<file path="config.mk">
export PLATFORM = sky130hd
export DESIGN_NAME = mmp_top
export DESIGN_NICKNAME = d
export VERILOG_FILES = /design/src/mmp_pkg.sv /design/src/mmp_top.sv
export VERILOG_INCLUDE_DIRS = /design/src
export SDC_FILE = /design/constraint.sdc
export NUM_CORES = 1
export LEC_CHECK = 0
export BUFFER_PORTS_ARGS = -buffer_cell sky130_fd_sc_hd__buf_2
export CAP_MARGIN = 10
export CORE_MARGIN = 2
export CORE_UTILIZATION = 24
export DETAILED_ROUTE_END_ITERATION = 12
export GPL_ROUTABILITY_DRIVEN = 0
export GPL_TIMING_DRIVEN = 0
export REMOVE_ABC_BUFFERS = 1
export SYNTH_ARGS = -nofsm -noshare
export SYNTH_HDL_FRONTEND = slang
export SYNTH_SLANG_ARGS = --single-unit
</file>
<file path="constraint.sdc">
create_clock -name clk -period 2.5 [get_ports clk]
set_clock_uncertainty 0.15 [all_clocks]
set_input_delay 0.125 -clock clk [delete_from_list [all_inputs] [get_ports clk]]
set_output_delay 0.125 -clock clk [all_outputs]
set_load 0.01 [all_outputs]
</file>
<file path="src/mmp_map.svh">
// register offsets, field positions, pin positions and address limits for the memory mode block
`ifndef MMP_MAP_SVH
`define MMP_MAP_SVH
`define MMP_OFF_PA_DATA   12'h000
`define MMP_OFF_PA_DIR    12'h004
`define MMP_OFF_PB_DATA   12'h008
`define MMP_OFF_PB_DIR    12'h00C
`define MMP_OFF_PB_ALT    12'h010
`define MMP_OFF_PSW       12'h014
`define MMP_OFF_IRQ_CFG   12'h018
`define MMP_OFF_STATUS    12'h01C
`define MMP_PSW_EA        0
`define MMP_PSW_WS_LO     1
`define MMP_PSW_WS_HI     2
`define MMP_PSW_IDLE      3
`define MMP_PSW_HALT      4
`define MMP_ROM_LO        16'hC000
`define MMP_RAM_HI        16'h02FF
`define MMP_PB_ALE        10
`define MMP_PB_WR         11
`define MMP_PB_HBE        12
`define MMP_PB_RD         15
`define MMP_ZERO16        16'h0000
`define MMP_ZERO32        32'h0000_0000
`define MMP_ONE2          2'h1
`define MMP_ONE3          3'h1
`define MMP_WORD_ADDR_MSB 11
`endif

</file>
<file path="src/mmp_pkg.sv">
// types shared by the memory mode block
package mmp_pkg;
  typedef enum logic [2:0] {
    MMP_IDLE, MMP_ALE, MMP_STROBE, MMP_WAIT, MMP_DONE
  } mmp_bus_state_t;
  typedef enum logic [1:0] {
    MMP_EI_RISE, MMP_EI_FALL, MMP_EI_HIGH, MMP_EI_LOW
  } mmp_ei_mode_t;
  typedef struct packed {
    logic [15:0]    pa_data;
    logic [15:0]    pa_dir;
    logic [15:0]    pb_data;
    logic [15:0]    pb_dir;
    logic [15:0]    pb_alt;
    logic [4:0]     processor_status_word;
    logic [1:0]     ei_mode;
    logic           ei_capture;
    logic           gnd_is_irq;
    logic           bus8;
    logic           strap_taken;
    logic           fault;
    logic           ei_prev;
    logic           ei_irq;
    logic           gnd_irq;
    logic [15:0]    capture;
    mmp_bus_state_t bstate;
    logic [1:0]     ws_cnt;
    logic           ext_write;
    logic [15:0]    ext_addr;
    logic [15:0]    ext_wdata;
    logic [15:0]    mem_rdata;
    logic           mem_done;
    logic           int_sel;
    logic [31:0]    prdata;
  } mmp_state_t;
endpackage

</file>
<file path="src/mmp_top.sv">
// memory mode decode, external bus sequencer, ports A/B and two interrupt pins
// Behaviour
// - clear direction bit makes the pin an input with its driver released
// - input pins: write data register, read pin; outputs: drive pins, read register
// - set alternate bit moves a Port B pin to its secondary function
// - strap low: fetches in C000-FFFF come from internal ROM
// - strap high: the ROM range goes to external memory
// - extended bit 0 limits addresses to ROM and RAM, detection active
// - extended bit 1 allows all 64k, detection off
// - illegal address with detection active asserts the low watchdog fault pin
// - expanded, strap low: ROM on-chip, 0300-BFFF external
// - strap high, bit 0: ROM window is 16k external, detection active
// - strap high, bit 1: 0300-FFFF external, full 64k, no detection
// - RAM and registers 0000-02FF reachable in every mode
// - external mode: Port A is address/data, four Port B pins are strobes
// - read and write strobes only for off-chip addresses
// - high byte enable sampled at reset: high means 8-bit, else 16-bit
// - two status word bits choose one of four wait-state settings
// - a not-ready input stretches the current bus cycle
// - halt stops the bus sequencer, idle keeps the timer; interrupt sensing and register access go on; state is kept
// - dedicated irq pin: edge or level sense, or a fourth input capture
// - shared ground pin is low-active irq ORed with uart irq, or ground
// - reset restarts the block and releases all port drivers, except the Port B strobe pins while the strap is high
`timescale 1ns/1ps
`include "mmp_map.svh"
module mmp_top
  import mmp_pkg::*;
(
  // clock and reset
  input  wire logic        clk,
  input  wire logic        rst,
  // apb slave
  input  wire logic        psel,
  input  wire logic        penable,
  input  wire logic        pwrite,
  input  wire logic [11:0] paddr,
  input  wire logic [31:0] pwdata,
  output logic             pready,
  output logic [31:0]      prdata,
  output logic             pslverr,
  // core access request
  input  wire logic        cpu_req,
  input  wire logic        cpu_write,
  input  wire logic        cpu_fetch,
  input  wire logic        cpu_high,
  input  wire logic [15:0] cpu_addr,
  input  wire logic [15:0] cpu_wdata,
  output logic             cpu_ack,
  output logic             cpu_internal,
  output logic [15:0]      cpu_rdata,
  output logic             cpu_stall,
  // straps and ready
  input  wire logic        external_rom_strap,
  input  wire logic        ext_ready,
  input  wire logic        free_running_timer_tick,
  input  wire logic [15:0] free_running_timer,
  // port a
  input  wire logic [15:0] pa_in,
  output logic [15:0]      pa_out,
  output logic [15:0]      pa_oe_n,
  // port b
  input  wire logic [15:0] pb_in,
  input  wire logic [15:0] pb_alt_out,
  output logic [15:0]      pb_out,
  output logic [15:0]      pb_oe_n,
  // interrupt pins
  input  wire logic        dedicated_ext_irq_pin,
  input  wire logic        shared_ground_irq_pin,
  input  wire logic        uart_irq,
  output logic             ext_irq,
  output logic             shared_irq,
  output logic             capture_valid,
  output logic [15:0]      capture_value,
  // status
  output logic             watchdog_fault_out,
  output logic             watchdog_fault_oe_n,
  output logic             bus_8bit,
  output logic             halted,
  output logic             idle_mode
);
  import mmp_pkg::*;

  mmp_state_t s_reg;
  mmp_state_t s_next;

  // pin view: inputs read the pin, outputs read the register
  function automatic logic [15:0] port_view(input logic [15:0] dat, input logic [15:0] dir,
                                            input logic [15:0] pin);
    port_view = (dat & dir) | (pin & ~dir);
  endfunction

  function automatic logic in_ram(input logic [15:0] a);
    in_ram = (a <= `MMP_RAM_HI);
  endfunction

  function automatic logic in_rom(input logic [15:0] a);
    in_rom = (a >= `MMP_ROM_LO);
  endfunction

  ////////////////////////////////////////////////////////////////////////////////
  // mode decode
  logic ea;
  logic ext_mode;
  logic addr_ext;
  logic addr_int;
  logic illegal;
  logic [11:0] word_off;
  logic apb_access;

  always_comb begin
    ea = s_reg.processor_status_word[`MMP_PSW_EA];
    ext_mode = external_rom_strap | ea;
    // strap picks internal or external ROM; ea opens the gap between RAM and ROM
    addr_int = in_ram(cpu_addr) | (in_rom(cpu_addr) & ~external_rom_strap);
    addr_ext = ~addr_int & (in_rom(cpu_addr) | ea);
    illegal = ~ea & ~in_ram(cpu_addr) & ~in_rom(cpu_addr);
    word_off = {paddr[`MMP_WORD_ADDR_MSB:2], 2'h0};
    apb_access = psel & penable;
  end

  ////////////////////////////////////////////////////////////////////////////////
  // next state
  always_comb begin
    s_next = s_reg;
    s_next.mem_done = 1'b0;
    // catch the width strap once, on the first edge after reset release
    if (!s_reg.strap_taken) begin
      s_next.bus8 = pb_in[`MMP_PB_HBE];
      s_next.strap_taken = 1'b1;
    end
    // halt freezes the bus sequencer until a status word write or reset; idle keeps the timer tick as its wake source
    if (s_reg.processor_status_word[`MMP_PSW_HALT]) begin
      s_next.processor_status_word[`MMP_PSW_HALT] = 1'b1;
    end else if (s_reg.processor_status_word[`MMP_PSW_IDLE]) begin
      if (free_running_timer_tick) begin
        s_next.processor_status_word[`MMP_PSW_IDLE] = 1'b0;
      end
    end else begin
      case (s_reg.bstate)
        MMP_IDLE: begin
          if (cpu_req) begin
            s_next.ext_addr = cpu_addr;
            s_next.ext_wdata = cpu_wdata;
            s_next.ext_write = cpu_write;
            s_next.int_sel = cpu_high;
            if (illegal) begin
              s_next.fault = 1'b1;
              s_next.mem_done = 1'b1;
            end else if (addr_ext) begin
              s_next.bstate = MMP_ALE;
            end else begin
              s_next.mem_done = 1'b1;
            end
          end
        end
        MMP_ALE: begin
          s_next.bstate = MMP_STROBE;
          s_next.ws_cnt = s_reg.processor_status_word[`MMP_PSW_WS_HI:`MMP_PSW_WS_LO];
        end
        MMP_STROBE: begin
          if (s_reg.ws_cnt != 2'h0) begin
            s_next.ws_cnt = s_reg.ws_cnt - `MMP_ONE2;
          end else if (ext_ready) begin
            s_next.bstate = MMP_DONE;
            s_next.mem_rdata = pa_in;
          end else begin
            s_next.bstate = MMP_WAIT;
          end
        end
        MMP_WAIT: begin
          if (ext_ready) begin
            s_next.bstate = MMP_DONE;
            s_next.mem_rdata = pa_in;
          end
        end
        MMP_DONE: begin
          s_next.bstate = MMP_IDLE;
          s_next.mem_done = 1'b1;
        end
        default: s_next.bstate = MMP_IDLE;
      endcase
    end
    // interrupt pins keep their sensing even in idle
    s_next.ei_prev = dedicated_ext_irq_pin;
    if (s_reg.ei_capture) begin
      s_next.ei_irq = 1'b0;
      if (dedicated_ext_irq_pin & ~s_reg.ei_prev) begin
        s_next.capture = free_running_timer;
      end
    end else begin
      case (mmp_ei_mode_t'(s_reg.ei_mode))
        MMP_EI_RISE: s_next.ei_irq = dedicated_ext_irq_pin & ~s_reg.ei_prev;
        MMP_EI_FALL: s_next.ei_irq = ~dedicated_ext_irq_pin & s_reg.ei_prev;
        MMP_EI_HIGH: s_next.ei_irq = dedicated_ext_irq_pin;
        MMP_EI_LOW:  s_next.ei_irq = ~dedicated_ext_irq_pin;
        default:     s_next.ei_irq = 1'b0;
      endcase
    end
    s_next.gnd_irq = uart_irq | (s_reg.gnd_is_irq & ~shared_ground_irq_pin);
    // register writes
    if (apb_access && pwrite) begin
      case (word_off)
        `MMP_OFF_PA_DATA: s_next.pa_data = pwdata[15:0];
        `MMP_OFF_PA_DIR:  s_next.pa_dir = pwdata[15:0];
        `MMP_OFF_PB_DATA: s_next.pb_data = pwdata[15:0];
        `MMP_OFF_PB_DIR:  s_next.pb_dir = pwdata[15:0];
        `MMP_OFF_PB_ALT:  s_next.pb_alt = pwdata[15:0];
        `MMP_OFF_PSW:     s_next.processor_status_word = pwdata[4:0];
        `MMP_OFF_IRQ_CFG: begin
          s_next.ei_mode = pwdata[1:0];
          s_next.ei_capture = pwdata[2];
          s_next.gnd_is_irq = pwdata[3];
        end
        // writing one clears the fault; a new fault in the same cycle wins
        `MMP_OFF_STATUS:  if (pwdata[0] && !(s_reg.bstate == MMP_IDLE && cpu_req && illegal
                                            && !s_reg.processor_status_word[`MMP_PSW_HALT]
                                            && !s_reg.processor_status_word[`MMP_PSW_IDLE]))
                            s_next.fault = 1'b0;
        default: ;
      endcase
    end
    // register read data, registered for the answer
    s_next.prdata = `MMP_ZERO32;
    case (word_off)
      `MMP_OFF_PA_DATA: s_next.prdata[15:0] = port_view(s_reg.pa_data, s_reg.pa_dir, pa_in);
      `MMP_OFF_PA_DIR:  s_next.prdata[15:0] = s_reg.pa_dir;
      `MMP_OFF_PB_DATA: s_next.prdata[15:0] = port_view(s_reg.pb_data, s_reg.pb_dir, pb_in);
      `MMP_OFF_PB_DIR:  s_next.prdata[15:0] = s_reg.pb_dir;
      `MMP_OFF_PB_ALT:  s_next.prdata[15:0] = s_reg.pb_alt;
      `MMP_OFF_PSW:     s_next.prdata[4:0] = s_reg.processor_status_word;
      `MMP_OFF_IRQ_CFG: s_next.prdata[3:0] = {s_reg.gnd_is_irq, s_reg.ei_capture, s_reg.ei_mode};
      `MMP_OFF_STATUS:  s_next.prdata[5:0] = {s_reg.bstate != MMP_IDLE, ext_mode, s_reg.ei_irq,
                                              s_reg.gnd_irq, s_reg.bus8, s_reg.fault};
      default: ;
    endcase
  end

  ////////////////////////////////////////////////////////////////////////////////
  // registers
  always_ff @(posedge clk) begin
    if (rst) begin
      s_reg <= '0;
      s_reg.bstate <= MMP_IDLE;
    end else begin
      s_reg <= s_next;
    end
  end

  ////////////////////////////////////////////////////////////////////////////////
  // outputs
  logic bus_busy;
  logic strobe_on;
  always_comb begin
    bus_busy = (s_reg.bstate != MMP_IDLE);
    strobe_on = (s_reg.bstate == MMP_STROBE) || (s_reg.bstate == MMP_WAIT);
    // port a: bus owns it in external mode, otherwise direction bits decide
    if (ext_mode) begin
      pa_out = s_reg.ext_addr;
      pa_oe_n = `MMP_ZERO16;
      if (strobe_on || s_reg.bstate == MMP_DONE) begin
        pa_out = s_reg.ext_wdata;
        pa_oe_n = {16{~s_reg.ext_write}};
      end
      if (!bus_busy) begin
        pa_oe_n = ~`MMP_ZERO16;
      end
    end else begin
      pa_out = s_reg.pa_data;
      pa_oe_n = ~s_reg.pa_dir;
    end
    pb_out = (s_reg.pb_data & ~s_reg.pb_alt) | (pb_alt_out & s_reg.pb_alt);
    pb_oe_n = ~s_reg.pb_dir;
    if (ext_mode) begin
      pb_out[`MMP_PB_ALE] = (s_reg.bstate == MMP_ALE);
      pb_out[`MMP_PB_RD] = ~(strobe_on & ~s_reg.ext_write);
      pb_out[`MMP_PB_WR] = ~(strobe_on & s_reg.ext_write);
      pb_out[`MMP_PB_HBE] = ~(bus_busy & (s_reg.int_sel | ~s_reg.bus8));
      pb_oe_n[`MMP_PB_ALE] = 1'b0;
      pb_oe_n[`MMP_PB_RD] = 1'b0;
      pb_oe_n[`MMP_PB_WR] = 1'b0;
      pb_oe_n[`MMP_PB_HBE] = s_reg.bus8; // 8-bit mode leaves the strap pulled high
    end
    pready = 1'b1; // answer in the access cycle, read data from the setup cycle
    prdata = s_reg.prdata;
    pslverr = 1'b0;
    cpu_ack = s_reg.mem_done;
    cpu_rdata = s_reg.mem_rdata;
    cpu_internal = addr_int & ~cpu_fetch ? 1'b1 : addr_int;
    cpu_stall = bus_busy | s_reg.processor_status_word[`MMP_PSW_HALT] | s_reg.processor_status_word[`MMP_PSW_IDLE];
    ext_irq = s_reg.ei_irq;
    shared_irq = s_reg.gnd_irq;
    capture_valid = s_reg.ei_capture;
    capture_value = s_reg.capture;
    // open drain: drive low only while the fault stands
    watchdog_fault_out = 1'b0;
    watchdog_fault_oe_n = ~s_reg.fault;
    bus_8bit = s_reg.bus8;
    halted = s_reg.processor_status_word[`MMP_PSW_HALT];
    idle_mode = s_reg.processor_status_word[`MMP_PSW_IDLE];
  end
endmodule

</file>
Yosys cells after proc, flatten, opt, wreduce, memory -nomap -nowiden
Index checks and enable logic that the tools add are counted.
{"block": "word_totals", "regBits": 199, "latch_bits": 0, "ramBits": 0, "rom_bits": 0, "input_bits": 155, "out_inout_bits": 141, "elab_cells": 176, "mem_count": 0}
{"block": "classes", "addsub": 1, "mul": 0, "div_mod_pow": 0, "n_lt_le_gt_ge": 2, "n_eq_ne": 20, "n_shift": 0, "muxes": 46, "n_bitwise": 48, "reduce_logical": 32}
{"op": "$mux 16", "count": 7}
{"op": "$and 16x16->16", "count": 6}
{"op": "$pmux 10 s5", "count": 1}
{"op": "$not 16->16", "count": 3}
{"op": "$or 16x16->16", "count": 3}
{"op": "$eq 10x3->1 const B", "count": 4}
{"op": "$pmux 16 s2", "count": 1}
{"op": "$pmux 4 s8", "count": 1}
{"op": "$mux 3", "count": 8}
{"op": "$eq 10x2->1 const B", "count": 2}
{"op": "$mux 1", "count": 17}
{"op": "$not 1->1", "count": 17}
{"op": "$ge 16x16->1 const B", "count": 1}
{"op": "$le 16x10->1 const B", "count": 1}
{"op": "$reduce_and 2->1", "count": 8}
{"op": "$and 1x1->1", "count": 12}
{"op": "$logic_not 12->1", "count": 1}
{"op": "$ne 2x2->1 const B", "count": 6}
{"op": "$pmux 3 s4", "count": 1}
{"op": "$reduce_and 4->1", "count": 3}
{"op": "$eq 10x1->1 const B", "count": 1}
{"op": "$mux 9", "count": 1}
{"op": "$or 1x1->1", "count": 7}
{"op": "$pmux 1 s7", "count": 1}
{"op": "23 further kinds", "count": 36}

Depth between registers and ports, before layout
{"block": "depth", "depth_word": 12, "depth_mapped": 8, "mapped_depth_nobuf": 6}

Least setup slack after synthesis
No wires, ideal clock.
{"block": "synth_path", "path_kind": "register to register", "from": "reg s_reg[83] (netlist name)", "to": "reg s_reg (netlist bit cpu_rdata[10])", "setup_ns": 0.070, "arrival_ns": 1.664, "t_required_ns": 2.280, "setup_slack_ns": 0.616, "path_stages_with_launch": 9, "n_path_buf": 2, "period_less_slack_ns": 1.884, "cell_sequence": "dfxtp_1 inv_1 ha_1 o21ai_0 or3_1 clkbuf_1 clkbuf_1 nand2_1 a21oi_1"}
{"block": "synth_via", "elab_chain_cells": 3}
{"element": "start: declaration", "line_no": "mmp_top.sv:83", "source": "mmp_state_t s_reg;"}
{"element": "start signal: assignment", "line_no": "mmp_top.sv:245", "source": "s_reg <= s_next;"}
{"element": "$reduce_bool 2->1", "line_no": "mmp_top.sv:161", "source": "if (s_reg.ws_cnt != 2'h0) begin"}
{"element": "$ne 2x2->1 (no line)"}
{"element": "$reduce_and 4->1 (no line)"}
Every way passes these cells.
A chain may end at the register's enable or synchronous reset.

Final worst setup path
{"block": "layout_path", "from": "in paddr[3]", "to": "reg s_reg[164] (netlist name)"}
{"block": "layout_via", "elab_chain_cells": 2}
{"element": "start: declaration", "line_no": "mmp_top.sv:36", "source": "input wire logic [11:0] paddr,"}
{"element": "$eq 10x2->1", "line_no": "mmp_top.sv:202", "source": "case (word_off)"}
{"element": "$reduce_and 2->1 (no line)"}
Every way passes these cells.

==> metrics <==
outcome complete, but fails checks; failing checks negative hold slack, negative setup slack; RSZ-0062 raised after global routing true; Layout Cells excl Fill 1824; clock root buffer clkbuf_16; PwrDens 571 nW/µm²; EDFF count, synth 0; min cycle time layout approximately 2.6 ns; Area growth syn-to-layout 35.2%; Global Route Usage Sum 16.4%; largest net degree at the start of global routing around 110; htree depth 4; Clock Sinks 183; metal1 wirelength 14.7 mm; mux cell area share after synthesis 16.3%; vias in the first global route a little under 8000; Data arrival, critical path 2.80 ns; Final ANT Viol Nets 0; crit end category flip-flop; synth cell count leaders dfxtp_1, nand2_1, mux2i_1, nor2_1, a21oi_1; Worst Path Required 2.68 ns; Starting Density 24.3%; met3 wire len 1.68 mm; final core occ 32.9%; CP startpoint kind primary input; R2R Path Start halted; Leak 5.45 nW; cell taking the most area after synthesis dfxtp_1; Fillers 3791; Mapped Area 8880 µm²; hold_sp rst; Maximum Capacitance Violations 0; Cells after DPL 1674; DP Worst Slack -0.747 ns; clk_lat worst skew 0.45 ns; wire per inst 17.7 µm; top sig layer met5; Yosys top cell area share 41.3%; fmax around 0.38 GHz; Mapped Cells ~1100; # setup viols final 17; die footprint 38500 µm²; CTS Buf Count 17; hpwl dp between 20 and 25 mm; WS Path Type primary input to flip-flop; simple-gate area share of the yosys netlist 18.2%; Peak VDD IR 0.493 mV; WHS -0.0558 ns; drc violations 0; worst setup path startpoint paddr[3]; synth warn 0; cell row count 70; nets@finish 1496; Yosys reg bits 183; area share of fa/ha/maj cells after synthesis 0.141%; Worst slew margin 19.3%; Post-Syn Area per Cell 8.38 µm²; TritonRoute pass-1 iters 5; setup TNS -1.77 ns; Yosys cell types 51; share of cells above drive strength 1 25.6%; top_reg_cell synth dfxtp_1; CTS Buffer Depth 2; Worst Tran Pin Value 1.21 ns; DIE WIDTH slightly below 200 µm; Hold Fails Final Rpt 27; Port Buf Inserts 257; Slew Limit Fails 0; Synth Area in XOR/XNOR 0.197%; Routed Wire Length 32.2 mm; WL met2 roughly 15 mm; final setup margin -0.127 ns; Tcrit/Tclk final 105%; 1st-iter DRT viols roughly 330; top-count cell post-synth dfxtp_1; gr ovfl total 0; CP max FO 37; compound-gate portion of the synthesized area between 10 and 15%; initial antenna violation count 4; top cells by area, synth dfxtp_1, mux2i_1, nand2_1; vias per cell 4.57; via count 8327; num ports 296; largest family of logic cells by synthesized area simple AND/OR/NAND/NOR gates; CTS tree built; area of the core approximately 37000 µm²; Worst Hold Class primary input to flip-flop; Post-synth ARST share 0%; CTS clock-pin slew for the worst setup and hold paths 0.08 ns; first-pass GRT wire length 47.3 mm; register area share after synthesis a little over 40%; Post-CTS Hold Fix Bufs 112; Largest register FFs between 100 and 150; die span in y 196 µm
-- stage by stage --
stage               power [mW]  cell area [µm²]
floorplan                 3.43             8120
global placement          3.84             9990
detailed placement        3.90            10200
CTS                       6.94            12000
global route              7.16            12000
finish                    6.85            12000
-- cell families after synthesis --
group / count (synthesis)
other: 2
and+or+nand+nor: 363
adders and majority gates: 1
buffers and inverters: 154
muxes: 136
DFF: 183
AOI/OAI and AO/OA: 218
xor gates and xnor gates: 2
-- placed cells by master (no fill, tap or decap), drive strengths merged, types with 18 or more instances in the layout --
cell and instances:
inv 28, nand2 172, mux2i 113, dfxtp 183, buf 268, dlygate4sd3 112
a21oi 94, nor2 113, conb 19, o21ai 79, mux2 18
-- routing by layer --
metal  global-route usage, %  vias up
met4                    6.40        2
met3                    3.63       42
met2                    26.3      236
li1                        -     4090
met1                    21.4     3957
met5                       0        -
-- where the power goes --
part	switching [mW]	internal (mW)	total [mW]	leakage, nW
logic	0.528	0.409	0.937	3.67
clock network	1.37	1.52	2.89	0.296
registers	0.0446	2.98	3.03	1.48
total	1.94	4.91	6.85	5.45
-- area by class of cell --
| type | count | area, µm² | share of cell area (%) |
|---|---|---|---|
| well taps | 468 | 586 | 4.88 |
| clock inverters | 15 | 180 | 1.50 |
| diodes | 3 | 7.51 | 0.0626 |
| flip-flops and latches | 183 | 3670 | 30.6 |
| repair buffers | 380 | 2610 | 21.8 |
| inverters | 19 | 71.3 | 0.594 |
| clock buffers | 17 | 425 | 3.55 |
| multi-input cells | 739 | 4450 | 37.1 |
-- critical path: stages --
cell,delay [ns]
buf_2,0.70
nor3b_1,0.44
nand4_2,0.96
mux2i_1,0.45
nor2_1,0.06
-- worst paths after layout --
check	end	slack, ns	depth (start not counted)
worst max-delay path	s_reg[164]	-0.13	5
worst min-delay path	s_reg[138]	-0.06	2
worst max register to register	s_reg[85]	0.26	5
worst min register to register	cpu_rdata[6]	0.30	2
-- what timing repair did --
action,CTS,global route
gates cloned,0,0
buffers inserted,3,0
endpoints found under the setup margin,88,60
pin swaps,1,0
hold endpoints to repair,173,20
resized for setup,9,6
(Power assumes the default switching activity.)
